--- src/fa_dma_pkg.sv ---
// Purpose: shared constants and carriers for the full address dma channel pair
// Assumes: 32-bit ahb-lite register bus, 24-bit transfer addresses
// Notes:   register offsets are byte addresses, one word each
package fa_dma_pkg;

	// register byte offsets
	localparam logic [7:0] OFS_SOURCE_ADDRESS      = 8'h00;
	localparam logic [7:0] OFS_DESTINATION_ADDRESS = 8'h04;
	localparam logic [7:0] OFS_BLOCK_SIZE          = 8'h08;
	localparam logic [7:0] OFS_BLOCK_COUNT         = 8'h0C;
	localparam logic [7:0] OFS_TRANSFER_CTRL       = 8'h10;
	localparam logic [7:0] OFS_CHANNEL_CTRL        = 8'h14;
	localparam logic [7:0] OFS_STATUS              = 8'h18;

	// transfer_ctrl_reg fields
	localparam int TC_SIZE_WORD    = 0;
	localparam int TC_SRC_DEC      = 1;
	localparam int TC_SRC_STEP     = 2;
	localparam int TC_DST_DEC      = 3;
	localparam int TC_DST_STEP     = 4;
	localparam int TC_BLOCK_MODE   = 5;
	localparam int TC_BLOCK_SRC    = 6;
	localparam int TC_BURST        = 7;
	localparam int TC_AUTO_REQ     = 8;
	localparam int TC_SRC_SEL_LSB  = 9;
	localparam int TC_WIDTH        = 13;

	// channel_ctrl_reg fields
	localparam int CC_FULL_ADDR    = 0;
	localparam int CC_XFER_EN      = 1;
	localparam int CC_MASTER_EN    = 2;
	localparam int CC_END_IRQ_EN   = 3;
	localparam int CC_EDGE_ACT     = 4;
	localparam int CC_WIDTH        = 5;

	// activation source select codes
	localparam logic [3:0] SRC_EXTERNAL   = 4'h0;
	localparam logic [3:0] SRC_SERIAL_TX  = 4'h1;
	localparam logic [3:0] SRC_SERIAL_RX  = 4'h2;
	localparam logic [3:0] SRC_TIMER_BASE = 4'h3;

	localparam logic [TC_WIDTH-1:0] TC_RESET = 13'h0000;
	localparam logic [CC_WIDTH-1:0] CC_RESET = 5'h00;
	localparam logic [23:0]         ADDR_RESET = 24'h00_0000;
	localparam logic [7:0]          SIZE_RESET = 8'h00;
	localparam logic [15:0]         COUNT_RESET = 16'h0000;
	localparam logic [8:0]          BLOCK_FULL = 9'h100;
	localparam int                  TIMER_CHANNELS = 6;

	typedef struct packed {
		logic        valid;
		logic        write;
		logic        word;
		logic [23:0] addr;
		logic [15:0] wdata;
	} bus_cyc_s;

endpackage

--- src/full_address_dma_channel.sv ---
// Purpose: full address dma channel pair, normal and block transfer modes
// Assumes: bus controller grants the bus and acknowledges each cycle with done
// Notes:   one clock domain; request pin is asynchronous and synchronised
//
// Decided for this implementation: the register offsets and register access over AHB-Lite.
`timescale 1ns/1ps

module full_address_dma_channel
	import fa_dma_pkg::*;
(
	input  wire logic                      clk_i,
	input  wire logic                      rst_n_i,
	input  wire logic                      hsel_i,
	input  wire logic [31:0]               haddr_i,
	input  wire logic [1:0]                htrans_i,
	input  wire logic                      hwrite_i,
	input  wire logic [2:0]                hsize_i,
	input  wire logic [31:0]               hwdata_i,
	input  wire logic                      hready_i,
	output logic      [31:0]               hrdata_o,
	output logic                           hreadyout_o,
	output logic                           hresp_o,
	input  wire logic                      external_request_pin_n_i,
	input  wire logic                      serial_tx_done_i,
	input  wire logic                      serial_rx_done_i,
	input  wire logic [TIMER_CHANNELS-1:0] timer_match_i,
	input  wire logic                      nmi_i,
	output logic                           bus_req_o,
	input  wire logic                      bus_grant_i,
	output bus_cyc_s                       cyc_o,
	input  wire logic                      cyc_done_i,
	input  wire logic [15:0]               cyc_rdata_i,
	output logic                           dead_cycle_o,
	output logic                           transfer_end_output_n_o,
	output logic                           end_irq_o
);

	typedef enum logic [2:0] {ST_IDLE, ST_ARB, ST_READ, ST_WRITE, ST_DEAD, ST_RELEASE} dma_state_e;

	dma_state_e           state_q;
	logic [23:0]          src_addr_q;
	logic [23:0]          dst_addr_q;
	logic [7:0]           size_hold_q;
	logic [7:0]           size_cnt_q;
	logic [15:0]          blk_cnt_q;
	logic [TC_WIDTH-1:0]  tctrl_q;
	logic [CC_WIDTH-1:0]  cctrl_q;
	logic                 end_flag_q;
	logic                 pend_q;
	logic                 accept_q;
	logic                 high_seen_q;
	logic                 pin_meta_q;
	logic                 pin_n_q;
	logic                 transfer_end_output_n_q;
	logic                 dead_q;
	bus_cyc_s             cyc_q;

	// ahb-lite slave
	logic                 wr_pend_q;
	logic [7:0]           wr_addr_q;
	logic [31:0]          rdata_q;
	logic                 addr_phase;
	logic                 wr_src;
	logic                 wr_dst;
	logic                 wr_size;
	logic                 wr_cnt;
	logic                 wr_tctrl;
	logic                 wr_cctrl;

	// datapath helpers
	logic                 normal_mode;
	logic                 block_mode;
	logic                 active;
	logic                 auto_req;
	logic                 src_event;
	logic                 request;
	logic                 write_done;
	logic                 block_last;
	logic                 count_last;
	logic                 last_xfer;
	logic                 burst_on;
	logic [23:0]          src_next;
	logic [23:0]          dst_next;
	logic [23:0]          step;
	logic [23:0]          span;
	logic [8:0]           blk_units;
	logic [3:0]           src_sel;

	assign addr_phase = hsel_i & hready_i & htrans_i[1];
	assign wr_src     = wr_pend_q & (wr_addr_q == OFS_SOURCE_ADDRESS);
	assign wr_dst     = wr_pend_q & (wr_addr_q == OFS_DESTINATION_ADDRESS);
	assign wr_size    = wr_pend_q & (wr_addr_q == OFS_BLOCK_SIZE);
	assign wr_cnt     = wr_pend_q & (wr_addr_q == OFS_BLOCK_COUNT);
	assign wr_tctrl   = wr_pend_q & (wr_addr_q == OFS_TRANSFER_CTRL);
	assign wr_cctrl   = wr_pend_q & (wr_addr_q == OFS_CHANNEL_CTRL);

	// zero wait states, every response OKAY
	assign hreadyout_o = 1'b1;
	assign hresp_o     = 1'b0;
	assign hrdata_o    = rdata_q;

	always_ff @(posedge clk_i or negedge rst_n_i)
	begin
		if (!rst_n_i)
		begin
			wr_pend_q <= 1'b0;
			wr_addr_q <= 8'h00;
		end
		else
		begin
			wr_pend_q <= addr_phase & hwrite_i;
			wr_addr_q <= {haddr_i[7:2], 2'b00};
		end
	end

	// read data latched in the address phase; unmapped offsets read zero
	always_ff @(posedge clk_i or negedge rst_n_i)
	begin
		if (!rst_n_i)
			rdata_q <= 32'h0000_0000;
		else if (addr_phase & ~hwrite_i)
		begin
			unique case ({haddr_i[7:2], 2'b00})
				OFS_SOURCE_ADDRESS:      rdata_q <= {8'h00, src_addr_q};
				OFS_DESTINATION_ADDRESS: rdata_q <= {8'h00, dst_addr_q};
				OFS_BLOCK_SIZE:          rdata_q <= {16'h0000, size_hold_q, size_cnt_q};
				OFS_BLOCK_COUNT:         rdata_q <= {16'h0000, blk_cnt_q};
				OFS_TRANSFER_CTRL:       rdata_q <= {19'h0_0000, tctrl_q};
				OFS_CHANNEL_CTRL:        rdata_q <= {27'h000_0000, cctrl_q};
				OFS_STATUS:              rdata_q <= {25'h000_0000, state_q, high_seen_q, accept_q, pend_q, end_flag_q};
				default:                 rdata_q <= 32'h0000_0000;
			endcase
		end
	end

	assign normal_mode = cctrl_q[CC_FULL_ADDR] & ~tctrl_q[TC_BLOCK_MODE];
	assign block_mode  = cctrl_q[CC_FULL_ADDR] & tctrl_q[TC_BLOCK_MODE];
	assign active      = cctrl_q[CC_XFER_EN] & cctrl_q[CC_MASTER_EN] & cctrl_q[CC_FULL_ADDR];
	assign auto_req    = normal_mode & tctrl_q[TC_AUTO_REQ];
	assign burst_on    = auto_req & tctrl_q[TC_BURST];
	assign src_sel     = tctrl_q[TC_SRC_SEL_LSB +: 4];

	// internal activation sources, block mode only
	always_comb
	begin
		src_event = 1'b0;
		if (block_mode)
		begin
			unique case (src_sel)
				SRC_SERIAL_TX: src_event = serial_tx_done_i;
				SRC_SERIAL_RX: src_event = serial_rx_done_i;
				default:
				begin
					if (src_sel >= SRC_TIMER_BASE && src_sel < SRC_TIMER_BASE + 4'(TIMER_CHANNELS))
						src_event = timer_match_i[3'(src_sel - SRC_TIMER_BASE)];
				end
			endcase
		end
	end

	assign request = active & (auto_req | pend_q);

	// two flops before the pin is looked at
	always_ff @(posedge clk_i or negedge rst_n_i)
	begin
		if (!rst_n_i)
		begin
			pin_meta_q <= 1'b1;
			pin_n_q    <= 1'b1;
		end
		else
		begin
			pin_meta_q <= external_request_pin_n_i;
			pin_n_q    <= pin_meta_q;
		end
	end

	assign write_done = (state_q == ST_WRITE) & cyc_done_i;
	assign block_last = block_mode & (size_cnt_q == 8'h01);
	assign count_last = blk_cnt_q == 16'h0001;
	assign last_xfer  = block_mode ? (block_last & count_last) : count_last;

	// pending request and acceptance window of the pin
	always_ff @(posedge clk_i or negedge rst_n_i)
	begin
		if (!rst_n_i)
		begin
			pend_q      <= 1'b0;
			accept_q    <= 1'b0;
			high_seen_q <= 1'b0;
		end
		else if (wr_cctrl && hwdata_i[CC_XFER_EN] && !cctrl_q[CC_XFER_EN])
		begin
			// sampling begins on the edge after the enabling write
			pend_q      <= 1'b0;
			accept_q    <= 1'b1;
			high_seen_q <= 1'b0;
		end
		else if (state_q == ST_IDLE && request)
		begin
			pend_q      <= 1'b0;
			accept_q    <= 1'b0;
			high_seen_q <= 1'b0;
		end
		else
		begin
			if (src_sel == SRC_EXTERNAL && !auto_req)
			begin
				if (accept_q && !pin_n_q)
					pend_q <= 1'b1;
			end
			else if (src_event)
				pend_q <= 1'b1;
			if (!accept_q && pin_n_q && state_q != ST_IDLE)
				high_seen_q <= 1'b1;
			if (cctrl_q[CC_EDGE_ACT])
			begin
				if (normal_mode && write_done && (high_seen_q || pin_n_q))
					accept_q <= 1'b1;
				else if (block_mode && state_q == ST_DEAD && (high_seen_q || pin_n_q))
					accept_q <= 1'b1;
				else if (!accept_q && state_q == ST_IDLE && pin_n_q)
					accept_q <= 1'b1;
			end
			else if (state_q == ST_DEAD || (normal_mode && write_done && !count_last))
				accept_q <= 1'b1;
		end
	end

	// address stepping
	assign step      = tctrl_q[TC_SIZE_WORD] ? 24'h00_0002 : 24'h00_0001;
	assign blk_units = (size_hold_q == 8'h00) ? BLOCK_FULL : {1'b0, size_hold_q};
	assign span      = tctrl_q[TC_SIZE_WORD] ? {14'h0000, blk_units, 1'b0} : {15'h0000, blk_units};

	always_comb
	begin
		src_next = src_addr_q;
		dst_next = dst_addr_q;
		if (tctrl_q[TC_SRC_STEP])
			src_next = tctrl_q[TC_SRC_DEC] ? src_addr_q - step : src_addr_q + step;
		if (tctrl_q[TC_DST_STEP])
			dst_next = tctrl_q[TC_DST_DEC] ? dst_addr_q - step : dst_addr_q + step;
		// block area goes back to its start at the end of each block
		if (block_last && tctrl_q[TC_BLOCK_SRC] && tctrl_q[TC_SRC_STEP])
			src_next = tctrl_q[TC_SRC_DEC] ? src_addr_q - step + span : src_addr_q + step - span;
		if (block_last && !tctrl_q[TC_BLOCK_SRC] && tctrl_q[TC_DST_STEP])
			dst_next = tctrl_q[TC_DST_DEC] ? dst_addr_q - step + span : dst_addr_q + step - span;
	end

	always_ff @(posedge clk_i or negedge rst_n_i)
	begin
		if (!rst_n_i)
		begin
			src_addr_q <= ADDR_RESET;
			dst_addr_q <= ADDR_RESET;
		end
		else if (write_done)
		begin
			src_addr_q <= src_next;
			dst_addr_q <= dst_next;
		end
		else
		begin
			if (wr_src)
				src_addr_q <= hwdata_i[23:0];
			if (wr_dst)
				dst_addr_q <= hwdata_i[23:0];
		end
	end

	// size and block counters; value 0 means full range
	always_ff @(posedge clk_i or negedge rst_n_i)
	begin
		if (!rst_n_i)
		begin
			size_hold_q <= SIZE_RESET;
			size_cnt_q  <= SIZE_RESET;
			blk_cnt_q   <= COUNT_RESET;
		end
		else if (write_done)
		begin
			if (block_mode)
			begin
				size_cnt_q <= block_last ? size_hold_q : size_cnt_q - 8'h01;
				if (block_last)
					blk_cnt_q <= blk_cnt_q - 16'h0001;
			end
			else
				blk_cnt_q <= blk_cnt_q - 16'h0001;
		end
		else
		begin
			if (wr_size)
			begin
				size_hold_q <= hwdata_i[15:8];
				size_cnt_q  <= hwdata_i[7:0];
			end
			if (wr_cnt)
				blk_cnt_q <= hwdata_i[15:0];
		end
	end

	always_ff @(posedge clk_i or negedge rst_n_i)
	begin
		if (!rst_n_i)
			tctrl_q <= TC_RESET;
		else if (wr_tctrl)
			tctrl_q <= hwdata_i[TC_WIDTH-1:0];
	end

	// hardware clears win over a software write in the same cycle
	always_ff @(posedge clk_i or negedge rst_n_i)
	begin
		if (!rst_n_i)
			cctrl_q <= CC_RESET;
		else
		begin
			if (wr_cctrl)
				cctrl_q <= hwdata_i[CC_WIDTH-1:0];
			if (write_done && last_xfer)
				cctrl_q[CC_XFER_EN] <= 1'b0;
			if (nmi_i && burst_on && cctrl_q[CC_XFER_EN])
				cctrl_q[CC_MASTER_EN] <= 1'b0;
		end
	end

	always_ff @(posedge clk_i or negedge rst_n_i)
	begin
		if (!rst_n_i)
			end_flag_q <= 1'b0;
		else if (write_done && last_xfer)
			end_flag_q <= 1'b1;
		else if (wr_cctrl && hwdata_i[CC_XFER_EN])
			end_flag_q <= 1'b0;
	end

	assign end_irq_o = end_flag_q & cctrl_q[CC_END_IRQ_EN];

	// transfer sequencer
	always_ff @(posedge clk_i or negedge rst_n_i)
	begin
		if (!rst_n_i)
			state_q <= ST_IDLE;
		else
		begin
			unique case (state_q)
				ST_IDLE:
					if (request)
						state_q <= ST_ARB;
				ST_ARB:
					if (bus_grant_i)
						state_q <= ST_READ;
				ST_READ:
					if (cyc_done_i)
						state_q <= ST_WRITE;
				ST_WRITE:
					if (cyc_done_i)
					begin
						if (last_xfer || block_last)
							state_q <= ST_DEAD;
						else if (block_mode)
							state_q <= ST_READ;
						else if (burst_on && cctrl_q[CC_MASTER_EN])
							state_q <= ST_READ;
						else
							state_q <= ST_RELEASE;
					end
				ST_DEAD:
					state_q <= ST_RELEASE;
				ST_RELEASE:
					state_q <= ST_IDLE;
			endcase
		end
	end

	// bus held from grant through the dead state, so nothing can preempt
	assign bus_req_o    = (state_q == ST_ARB) | (state_q == ST_READ) | (state_q == ST_WRITE) |
	                      (state_q == ST_DEAD);
	assign dead_cycle_o = dead_q;
	assign transfer_end_output_n_o = transfer_end_output_n_q;
	assign cyc_o        = cyc_q;

	// cycle command register, every field registered, with the dead cycle and end mark flops
	always_ff @(posedge clk_i or negedge rst_n_i)
	begin
		if (!rst_n_i)
		begin
			cyc_q    <= '0;
			dead_q   <= 1'b0;
			transfer_end_output_n_q <= 1'b1;
		end
		else
		begin
			dead_q  <= write_done & (last_xfer | block_last);
			if ((state_q == ST_ARB && bus_grant_i) || (write_done && state_q == ST_WRITE &&
			    !(last_xfer || block_last) && (block_mode || (burst_on && cctrl_q[CC_MASTER_EN]))))
			begin
				cyc_q.valid <= 1'b1;
				cyc_q.write <= 1'b0;
				cyc_q.addr  <= write_done ? src_next : src_addr_q;
				transfer_end_output_n_q    <= 1'b1;
			end
			else if (state_q == ST_READ && cyc_done_i)
			begin
				cyc_q.write <= 1'b1;
				cyc_q.addr  <= dst_addr_q;
				cyc_q.wdata <= cyc_rdata_i;
				transfer_end_output_n_q    <= ~last_xfer;
			end
			else if (write_done)
			begin
				cyc_q.valid <= 1'b0;
				transfer_end_output_n_q    <= 1'b1;
			end
			cyc_q.word <= tctrl_q[TC_SIZE_WORD];
		end
	end

endmodule // full_address_dma_channel

--- config.mk ---
export PLATFORM = sky130hd
export DESIGN_NAME = full_address_dma_channel
export DESIGN_NICKNAME = d
export VERILOG_FILES = /design/src/fa_dma_pkg.sv /design/src/full_address_dma_channel.sv
export SDC_FILE = /design/constraint.sdc
export NUM_CORES = 1
export LEC_CHECK = 0
export BUFFER_PORTS_ARGS = -buffer_cell sky130_fd_sc_hd__buf_4
export CORE_UTILIZATION = 55
export CTS_CLUSTER_SIZE = 10
export DETAILED_ROUTE_END_ITERATION = 10
export PLACE_DENSITY_LB_ADDON = 0.08
export SYNTH_ARGS = -nofsm -noshare
export SYNTH_HDL_FRONTEND = slang
export SYNTH_SLANG_ARGS = --single-unit
--- constraint.sdc ---
create_clock -name clk_i -period 13.46 [get_ports clk_i]
set_input_delay 3.365 -clock clk_i [delete_from_list [all_inputs] [get_ports clk_i]]
set_output_delay 3.365 -clock clk_i [all_outputs]
set_load 0.02 [all_outputs]
Word level (Yosys, flattened, before mapping)
Cells that the tools add are included.
{"block": "classes", "eq_ne": 30, "n_div": 0, "shift": 0, "n_mul": 0, "n_lt_le_gt_ge": 3, "add_sub_neg": 11, "mux": 68, "reduce_logical": 68, "bitwise": 32}
{"cell": "$mux W24", "n": 14}
{"cell": "$pmux W24 S7", "n": 1}
{"cell": "$mux W16", "n": 4}
{"cell": "$add A24 B10 Y24", "n": 2}
{"cell": "$add A24 B2 Y24", "n": 2}
{"cell": "$sub A24 B10 Y24", "n": 2}
{"cell": "$sub A24 B2 Y24", "n": 2}
{"cell": "$mux W40", "n": 1}
{"cell": "$mux W8", "n": 4}
{"cell": "$eq A6 B3 Y1 const B", "n": 5}
{"cell": "$mux W1", "n": 29}
{"cell": "$logic_and A1 B1 Y1", "n": 28}
{"cell": "$eq A6 B2 Y1 const B", "n": 4}
{"cell": "$mux W3", "n": 8}
{"cell": "$and A1 B1 Y1", "n": 22}
{"cell": "$pmux W3 S6", "n": 1}
{"cell": "$reduce_bool A2 Y1", "n": 9}
{"cell": "$eq A16 B1 Y1 const B", "n": 1}
{"cell": "$logic_not A8 Y1", "n": 2}
{"cell": "$reduce_and A2 Y1", "n": 8}
{"cell": "$sub A16 B1 Y16 const B", "n": 1}
{"cell": "$eq A6 B1 Y1 const B", "n": 2}
{"cell": "$ne A2 B2 Y1 const B", "n": 6}
{"cell": "$mux W10", "n": 1}
{"cell": "28 further kinds", "n": 53}
{"block": "word_totals", "reg_bits": 191, "memories": 0, "output_inout_bits": 81, "romBits": 0, "latchBits": 0, "ram_bits": 0}

Logic depth before layout (Yosys ltp)
Gate-level depths: netlist of the first run.
{"block": "depth", "ltp_word": 11, "mapped_depth": 21, "mapped_depth_nobuf": 18}

Worst setup path after synthesis of the first run
Ideal clock, no wire load.
{"block": "synth_timing", "path_type": "input -> register", "start": "in cyc_done_i", "end": "reg size_cnt_q[3]", "slack_ps": 8284, "arrival_ps": 5041, "setup_ps": 135, "path_buffers": 2, "stages": 7, "path_cell_list": "and3_1 clkbuf_1 nor3_1 a21oi_1 clkbuf_1 nand2_1 o21ai_0"}
{"block": "synth_between", "elab_chain_cells": 3, "word_cells_on_any_way": 5}
{"element": "from (decl)", "line": "full_address_dma_channel.sv:31", "source": "input wire logic cyc_done_i,"}
{"element": "$and A1 B1 Y1 *", "line": "full_address_dma_channel.sv:178", "source": "assign write_done = (state_q == ST_WRITE) & cyc_done_i;"}
{"element": "$ne A2 B2 Y1 (no source line) / $reduce_bool A2 Y1 (equally long branches)"}
{"element": "$reduce_and A2 Y1 (no source line)"}
{"element": "to (signal assigned)", "line": "full_address_dma_channel.sv:284", "source": "size_cnt_q <= block_last ? size_hold_q : size_cnt_q - 8'h01;"}
{"element": "to (signal assigned)", "line": "full_address_dma_channel.sv:296", "source": "size_cnt_q <= hwdata_i[7:0];"}
{"element": "to (decl)", "line": "full_address_dma_channel.sv:44", "source": "logic [7:0] size_cnt_q;"}
Mark *: on every way between the ends. The rest lies on a longest branch, timed or not.
A chain may end at the register's enable or synchronous reset.

Worst setup path after layout of the first run
{"block": "layout_timing", "start": "reg tctrl_q[0]", "end": "reg cyc_q (netlist bit cyc_o[35])"}
{"block": "layout_between", "elab_chain_cells": 7, "word_cells_on_any_way": 12}
{"element": "from (decl)", "line": "full_address_dma_channel.sv:46", "source": "logic [TC_WIDTH-1:0] tctrl_q;"}
{"element": "from (signal assigned)", "line": "full_address_dma_channel.sv:308", "source": "tctrl_q <= hwdata_i[TC_WIDTH-1:0];"}
{"element": "$mux W2", "line": "full_address_dma_channel.sv:231", "source": "assign step = tctrl_q[TC_SIZE_WORD] ? 24'h00_0002 : 24'h00_0001;"}
{"element": "$add A24 B2 Y24 / $sub A24 B2 Y24 (equally long branches)", "line": "full_address_dma_channel.sv:240, full_address_dma_channel.sv:245"}
{"element": "$sub A24 B10 Y24 (tied with other cells)", "line": "full_address_dma_channel.sv:245", "source": "src_next = tctrl_q[TC_SRC_DEC] ? src_addr_q - step + span : src_addr_q + step - span;"}
{"element": "$mux W24, on equally long branches", "line": "full_address_dma_channel.sv:245, full_address_dma_channel.sv:239"}
{"element": "$mux W24 *", "line": "full_address_dma_channel.sv:244", "source": "if (block_last && tctrl_q[TC_BLOCK_SRC] && tctrl_q[TC_SRC_STEP])"}
{"element": "$mux W24 *", "line": "full_address_dma_channel.sv:400", "source": "cyc_q.addr <= write_done ? src_next : src_addr_q;"}
{"element": "$mux W24 *", "line": "full_address_dma_channel.sv:395", "source": "if ((state_q == ST_ARB && bus_grant_i) || (write_done && state_q == ST_WRITE &&"}
{"element": "to (decl)", "line": "full_address_dma_channel.sv:56", "source": "bus_cyc_s cyc_q;"}
Marked as above.

==> impl_metrics.py, run 1 <==
metrics = {
    "synthesis": {
        "syn_inst": 2049,
        "synth_area_leaders": "dfrtp_1, xnor2_1, nand2_1",
        "ys.warnings.count": 0,
        "ys_ff_latch": 183,
        "synth.avg_cell_area_sq_um": 7.98,
        "yosys.area.top_type": "dfrtp_1",
        "synth.yosys.seq_area_share_pct": 28.0,
        "ys_async_sr_fraction_pct": 100,
        "ys_types": 99,
        "synth_edf_count": 0,
        "synth_area_sq_um": 16400,
        "synth_top_area_share_pct": 27.5,
        "ys.flop_type": "dfrtp_1",
    },
    "die": {
        "core_sq_um": 29000,
        "core.rowCount": 62,
        "initial_core_util_pct": 56.4,
        "chipHeight_microns": 174,
        "ios": 183,
        "die-area_sq_um": 30400,
        "fp.dieW_microns": 174,
    },
    "cts": {
        "cts_tree": "built",
        "htree_levels": 4,
        "cts_resized": 0,
        "worst_skew_pair.late_latency_ns": 0.46,
        "clockBufferDepth": 2,
        "ctsRootBufferMaster": "clkbuf_16",
        "cts_inserted_buffers": 17,
        "clock_sinks": 183,
        "postCtsSetupBuffers": 0,
        "clk_pin_slew_worst_paths_ns": 0.08,
        "hold_buffers": 0,
    },
    "placed_design": {
        "dp.cells": 2456,
        "hpwl_mm": 45.4,
        "portBuffers": 134,
        "globalplace.congestion": 1.03,
        "dpl_cell_area_sq_um": 17500,
        "pre_cts_ws_ns": 7.48,
    },
    "drt": {
        "drc_errors": 0,
        "viasPerCell": 6.90,
        "routedWlPerCell_microns": 24.6,
        "vias": 17200,
        "drt_iter0_markers": 1991,
        "final_antenna_net_count": 0,
        "drt_wl_total_mm": 61.2,
        "drt_pass1_iterations": 6,
    },
    "layout": {
        "fin_area_sq_um": 18100,
        "drive_gt1_share_pct": 13.9,
        "area_growth_pct": 10.7,
        "final_net_count": 2249,
        "diodes": 0,
        "final_cells": 2488,
        "layout_commonest_cell": "nand2_1",
        "layout_common_cells": "nand2_1, dfrtp_1, buf_4",
    },
    "setup_path": {
        "worst_ep_required_time_ns": 13.78,
        "end_kind": "flip-flop",
        "crit_arrival_ns": 6.35,
        "path_class": "flip-flop to flip-flop",
        "path_max_fanout": 18,
        "startpoint_type": "flip-flop",
    },
    "power": {
        "p_sw_share_pct": 49.5,
        "p_leak_nw": 7.35,
        "power_frac_comb_pct": 52.7,
        "power_switching_mw": 1.58,
        "seq_power_share_pct": 31.0,
        "clockPowerShare_pct": 16.2,
        "power.density_nw_per_um2": 177,
        "peakVddDrop_uv": 113,
        "internal_power_mw": 1.61,
    },
    "sta": {
        "worst_slew_pin_slew_ns": 1.14,
        "fin_crit_sh_pct": 44.8,
        "relSlewSlack_pct": 23.7,
        "rsz0062_at_grt": "no",
        "finalMaxSlewViolations": 0,
        "fmax_mhz": 166,
        "period_needed_ns": 6.04,
        "hold_viol_final": 0,
        "setup_viol": 0,
        "worst_slack_ns": 7.42,
        "skew_ns": 0.0186,
        "fin_tns_setup_ns": 0,
    },
    "global_route": {
        "grt_pass1_vias": 15900,
        "antenna_found_initial": 0,
        "grt_first_pass_wirelength_mm": 92.8,
        "gr-total-overflow": 0,
        "grt_start_max_net_pins": 65,
        "grt_use_total_pct": 40.0,
    },
    "outcome": {
        "status": "finished clean",
    },
    "job": {
        "cap_violations": 0,
    },
    "hold_path": {
        "min_path_type": "flip-flop to flip-flop",
    },
}
[metrics by stage]
| stage | utilization [%] | hold slack (ns) | power (mW) |
|---|---|---|---|
| after global placement | 60.3 | 0.345 | 2.60 |
| after detailed placement | 60.3 | 0.347 | 2.63 |
| final | 62.4 | 0.357 | 3.20 |
| after global routing | 62.4 | 0.363 | 3.39 |
| after floorplan | - | 0.345 | 2.11 |
| after CTS | 62.4 | 0.359 | 3.15 |
[worst max-delay path, cell delays in order, from the launching register on]
cell	delay (ns)
dfrtp_1	0.69
inv_1	0.63
ha_1	0.29
inv_1	0.06
fa_1	0.48
nor3_4	0.55
nand2_2	0.28
nor2_1	0.18
xor2_1	0.13
ha_1	0.41
nand2_1	0.10
nor2_1	0.21
o311ai_0	0.30
and2_1	0.37
nor4_1	0.51
nor4_1	0.09
a211oi_1	0.41
o21ai_0	0.18
[flip-flops by register name, indices dropped and copies added (netlist names), 8 cells and up]
name and flops:
dst_addr_q 24, hrdata_o 24, src_addr_q 24, cyc_o 43
tctrl_q 13, size_cnt_q 8, blk_cnt_q 16, size_hold_q 8
[logic make-up (layout without fill, tap and decap cells)]
logic type	after synthesis	count (layout)	share of synthesized area [%]
flip-flops	183	183	28.0
other	2	10	0.0459
buffers and inverters	207	254	5.19
AO/OA/AOI/OAI	628	628	25.6
adder cells (fa/ha/maj)	58	58	4.77
multiplexers	67	67	5.16
XOR/XNOR	151	151	8.09
AND/OR/NAND/NOR	753	753	23.1
[power by group through the flow]
stage          clock network (mW)  logic [mW]  registers, mW
6_report                    0.519        1.69          0.992
5_1_grt                     0.544        1.84           1.00
4_1_cts                     0.524        1.65          0.975
3_5_place_dp                    0        1.64          0.985
3_3_place_gp                    0        1.62          0.980
2_1_floorplan                   0        1.24          0.866
[synthesized netlist by cell type, types with 11 or more instances]
master and number:
or4_1 15, clkbuf_1 115, nand3_1 55, mux4_2 11, o22ai_1 19, a22oi_1 46, nand4_1 32, nor4_1 29
and3_1 20, a211oi_1 27, and2_1 20, nor3_1 61, nor2_1 161, nand2b_1 18, buf_4 14, mux2_2 27
a22o_1 14, inv_1 57, or3_1 18, o211ai_1 23, xnor2_1 108, dfrtp_1 180, a221oi_1 12, xor2_1 43
a21o_1 23, a21oi_1 132, o31ai_1 13, nor2b_1 17, a31oi_1 35, o21ai_0 148, mux2i_1 28, nand2_1 243
ha_1 48
[final timing paths]
kind	end	cells past startpoint	slack [ns]	startpoint
worst max-delay path	cyc_o[35]	17	7.42	tctrl_q[0]
worst min-delay path	pin_n_q	0	0.36	pin_meta_q
worst max register to register	cyc_o[35]	17	7.42	tctrl_q[0]
worst min register to register	pin_n_q	0	0.36	pin_meta_q
max in group asynchronous	tctrl_q[3]	2	9.34	rst_n_i
min in group asynchronous	src_addr_q[15]	1	2.90	rst_n_i
[layout make-up]
class | count | area (sq um)
clock buffers | 18 | 439
clock inverters | 14 | 158
fillers | 2613 | 10900
inverters | 58 | 218
multi-input cells | 1667 | 11000
flip-flops and latches | 183 | 4580
well taps | 384 | 480
repair buffers | 164 | 1240
[metal layers]
metal | vias up | GRT usage (%) | part of all wire [%] | wire, microns
met1 | 8200 | 51.9 | 39 | 24100
met5 | - | 0 | 0 | 0
li1 | 7648 | - | - | -
met3 | 232 | 8.22 | 10 | 6210
met4 | 0 | 24.5 | 6.5 | 3980
met2 | 1096 | 61.1 | 44 | 27000
Note: power is estimated with default switching activity, not from simulation.
==> run 2: changes to the inputs <==
Clock period 13.46 ns to 5.6 ns, I/O delays scaled along.
==> impl_metrics.py, run 2 (same netlist as run 1, synthesis figures left out) <==
metrics = {
    "die": {
        "die-area_sq_um": 30400,
        "ios": 183,
        "chipHeight_microns": 174,
        "fp.dieW_microns": 174,
        "core_sq_um": 29000,
        "initial_core_util_pct": 56.4,
        "core.rowCount": 62,
    },
    "sta": {
        "fmax_mhz": 201,
        "rsz0062_at_grt": "no",
        "fin_crit_sh_pct": 88.8,
        "worst_slack_ns": 0.625,
        "relSlewSlack_pct": 16.7,
        "fin_tns_setup_ns": 0,
        "hold_ws_ns": 0.360,
        "period_needed_ns": 4.98,
        "hold_viol_final": 0,
        "worst_slew_pin_slew_ns": 1.24,
        "finalMaxSlewViolations": 0,
        "setup_viol": 0,
        "skew_ns": 0.0143,
    },
    "layout": {
        "fillers": 2646,
        "drive_gt1_share_pct": 14.5,
        "layout_common_cells": "nand2_1, dfrtp_1, buf_4",
        "multi_input_comb_area_sq_um": 11000,
        "largest_reg_flops": 43,
        "final_net_count": 2262,
        "layout_commonest_cell": "nand2_1",
        "diodes": 0,
        "fin_area_sq_um": 18200,
        "seqCellArea_sq_um": 4580,
        "area_growth_pct": 11.5,
    },
    "power": {
        "power.density_nw_per_um2": 431,
        "p_leak_nw": 7.44,
        "peakVddDrop_uv": 334,
    },
    "global_route": {
        "met2_usage_pct": 63.9,
        "antenna_found_initial": 0,
        "grt_start_max_net_pins": 107,
        "gr-total-overflow": 0,
        "busiest_layer": "met2",
        "met1_usage_pct": 53.5,
        "grt_first_pass_wirelength_mm": 95.7,
        "use_met3_pct": 6.19,
        "grt_pass1_vias": 16500,
        "grt_use_total_pct": 41.3,
    },
    "placed_design": {
        "portBuffers": 134,
        "hpwl_mm": 45.9,
        "pre_cts_ws_ns": 0.749,
        "dpl_cell_area_sq_um": 17600,
        "globalplace.congestion": 1.00,
    },
    "hold_path": {
        "whs_path_depth": 0,
        "min_path_type": "flip-flop to flip-flop",
    },
    "setup_path": {
        "cp_slowest_stage_delay_ns": 0.58,
        "worst_ep_required_time_ns": 5.96,
        "path_class": "flip-flop to flip-flop",
        "end_kind": "flip-flop",
        "startpoint_type": "flip-flop",
        "crit_chain": "inv_1, ha_1, inv_1, fa_1, or4_4, o21ai_0, nand2_1, ha_1, or4_1, a211oi_1, nor2_1, nor4b_1, nor4_1, xnor2_1, a21oi_1",
        "critical_path.slowest_cell": "or4_4",
        "crit_arrival_ns": 5.33,
        "path_max_fanout": 9,
        "ff2ff_path_depth": 15,
    },
    "drt": {
        "final_antenna_net_count": 0,
        "vias": 17200,
        "drt_wl_total_mm": 62.4,
        "viasPerCell": 6.89,
        "routedWlPerCell_microns": 25.0,
        "drt_pass1_iterations": 6,
        "drc_errors": 0,
        "drt_iter0_markers": 1854,
    },
    "cts": {
        "cts_tree": "built",
        "ctsRootBufferMaster": "clkbuf_16",
        "cts_resized": 0,
        "worst_skew_pair.late_latency_ns": 0.47,
        "htree_levels": 4,
        "postCtsSetupBuffers": 0,
        "hold_buffers": 0,
        "clockBufferDepth": 2,
        "clock_sinks": 183,
        "clk_pin_slew_worst_paths_ns": 0.08,
        "cts_inserted_buffers": 17,
    },
    "outcome": {
        "status": "finished clean",
    },
    "job": {
        "cap_violations": 0,
    },
}
[run 2: layout make-up]
cell class,count,share of cell area (%)
timing repair buffer,177,7.39
multi-input combinational,1667,60.2
clock inverter,13,1.02
tap,384,2.63
sequential,183,25.1
clock buffer,18,2.41
inverter,58,1.19
[run 2: worst paths after layout]
check | end | slack, ns | from
min | pin_n_q | 0.36 | pin_meta_q
min reg2reg | pin_n_q | 0.36 | pin_meta_q
max | dst_addr_q[18] | 0.62 | tctrl_q[0]
min in group asynchronous | src_addr_q[15] | 1.04 | rst_n_i
max in group asynchronous | pin_meta_q | 3.62 | rst_n_i
max reg2reg | dst_addr_q[18] | 0.62 | tctrl_q[0]
[run 2: stage by stage]
| step | utilization [%] | power (mW) | std cells |
|---|---|---|---|
| finish | 62.9 | 7.85 | 2500 |
| floorplan | - | 5.07 | 2057 |
| global placement | 60.7 | 6.28 | 2469 |
| detailed placement | 60.7 | 6.38 | 2469 |
| global route | 62.9 | 8.30 | 2500 |
| CTS | 62.9 | 7.74 | 2500 |
[run 2: worst max-delay path: cells and delay by family (launching register included)]
| family | cells | cell delay [ns] |
|---|---|---|
| and+or+nand+nor | 6 | 2.02 |
| adders and majority gates | 3 | 0.98 |
| AOI/OAI and AO/OA | 3 | 0.90 |
| buffers and inverters | 2 | 0.42 |
| DFF | 1 | 0.38 |
| xor gates and xnor gates | 1 | 0.18 |
[run 2: layer usage]
| metal | wire, microns | vias to the layer above |
|---|---|---|
| met5 | 0 | - |
| met4 | 4290 | 0 |
| met3 | 5540 | 213 |
| met2 | 27600 | 1028 |
| met1 | 24900 | 8311 |
| li1 | - | 7679 |
[run 2: power by group]
part           switching, mW  total [mW]  internal [mW]
registers              0.675        2.32           1.65
logic                   2.51        4.18           1.66
clock network          0.625        1.35          0.728
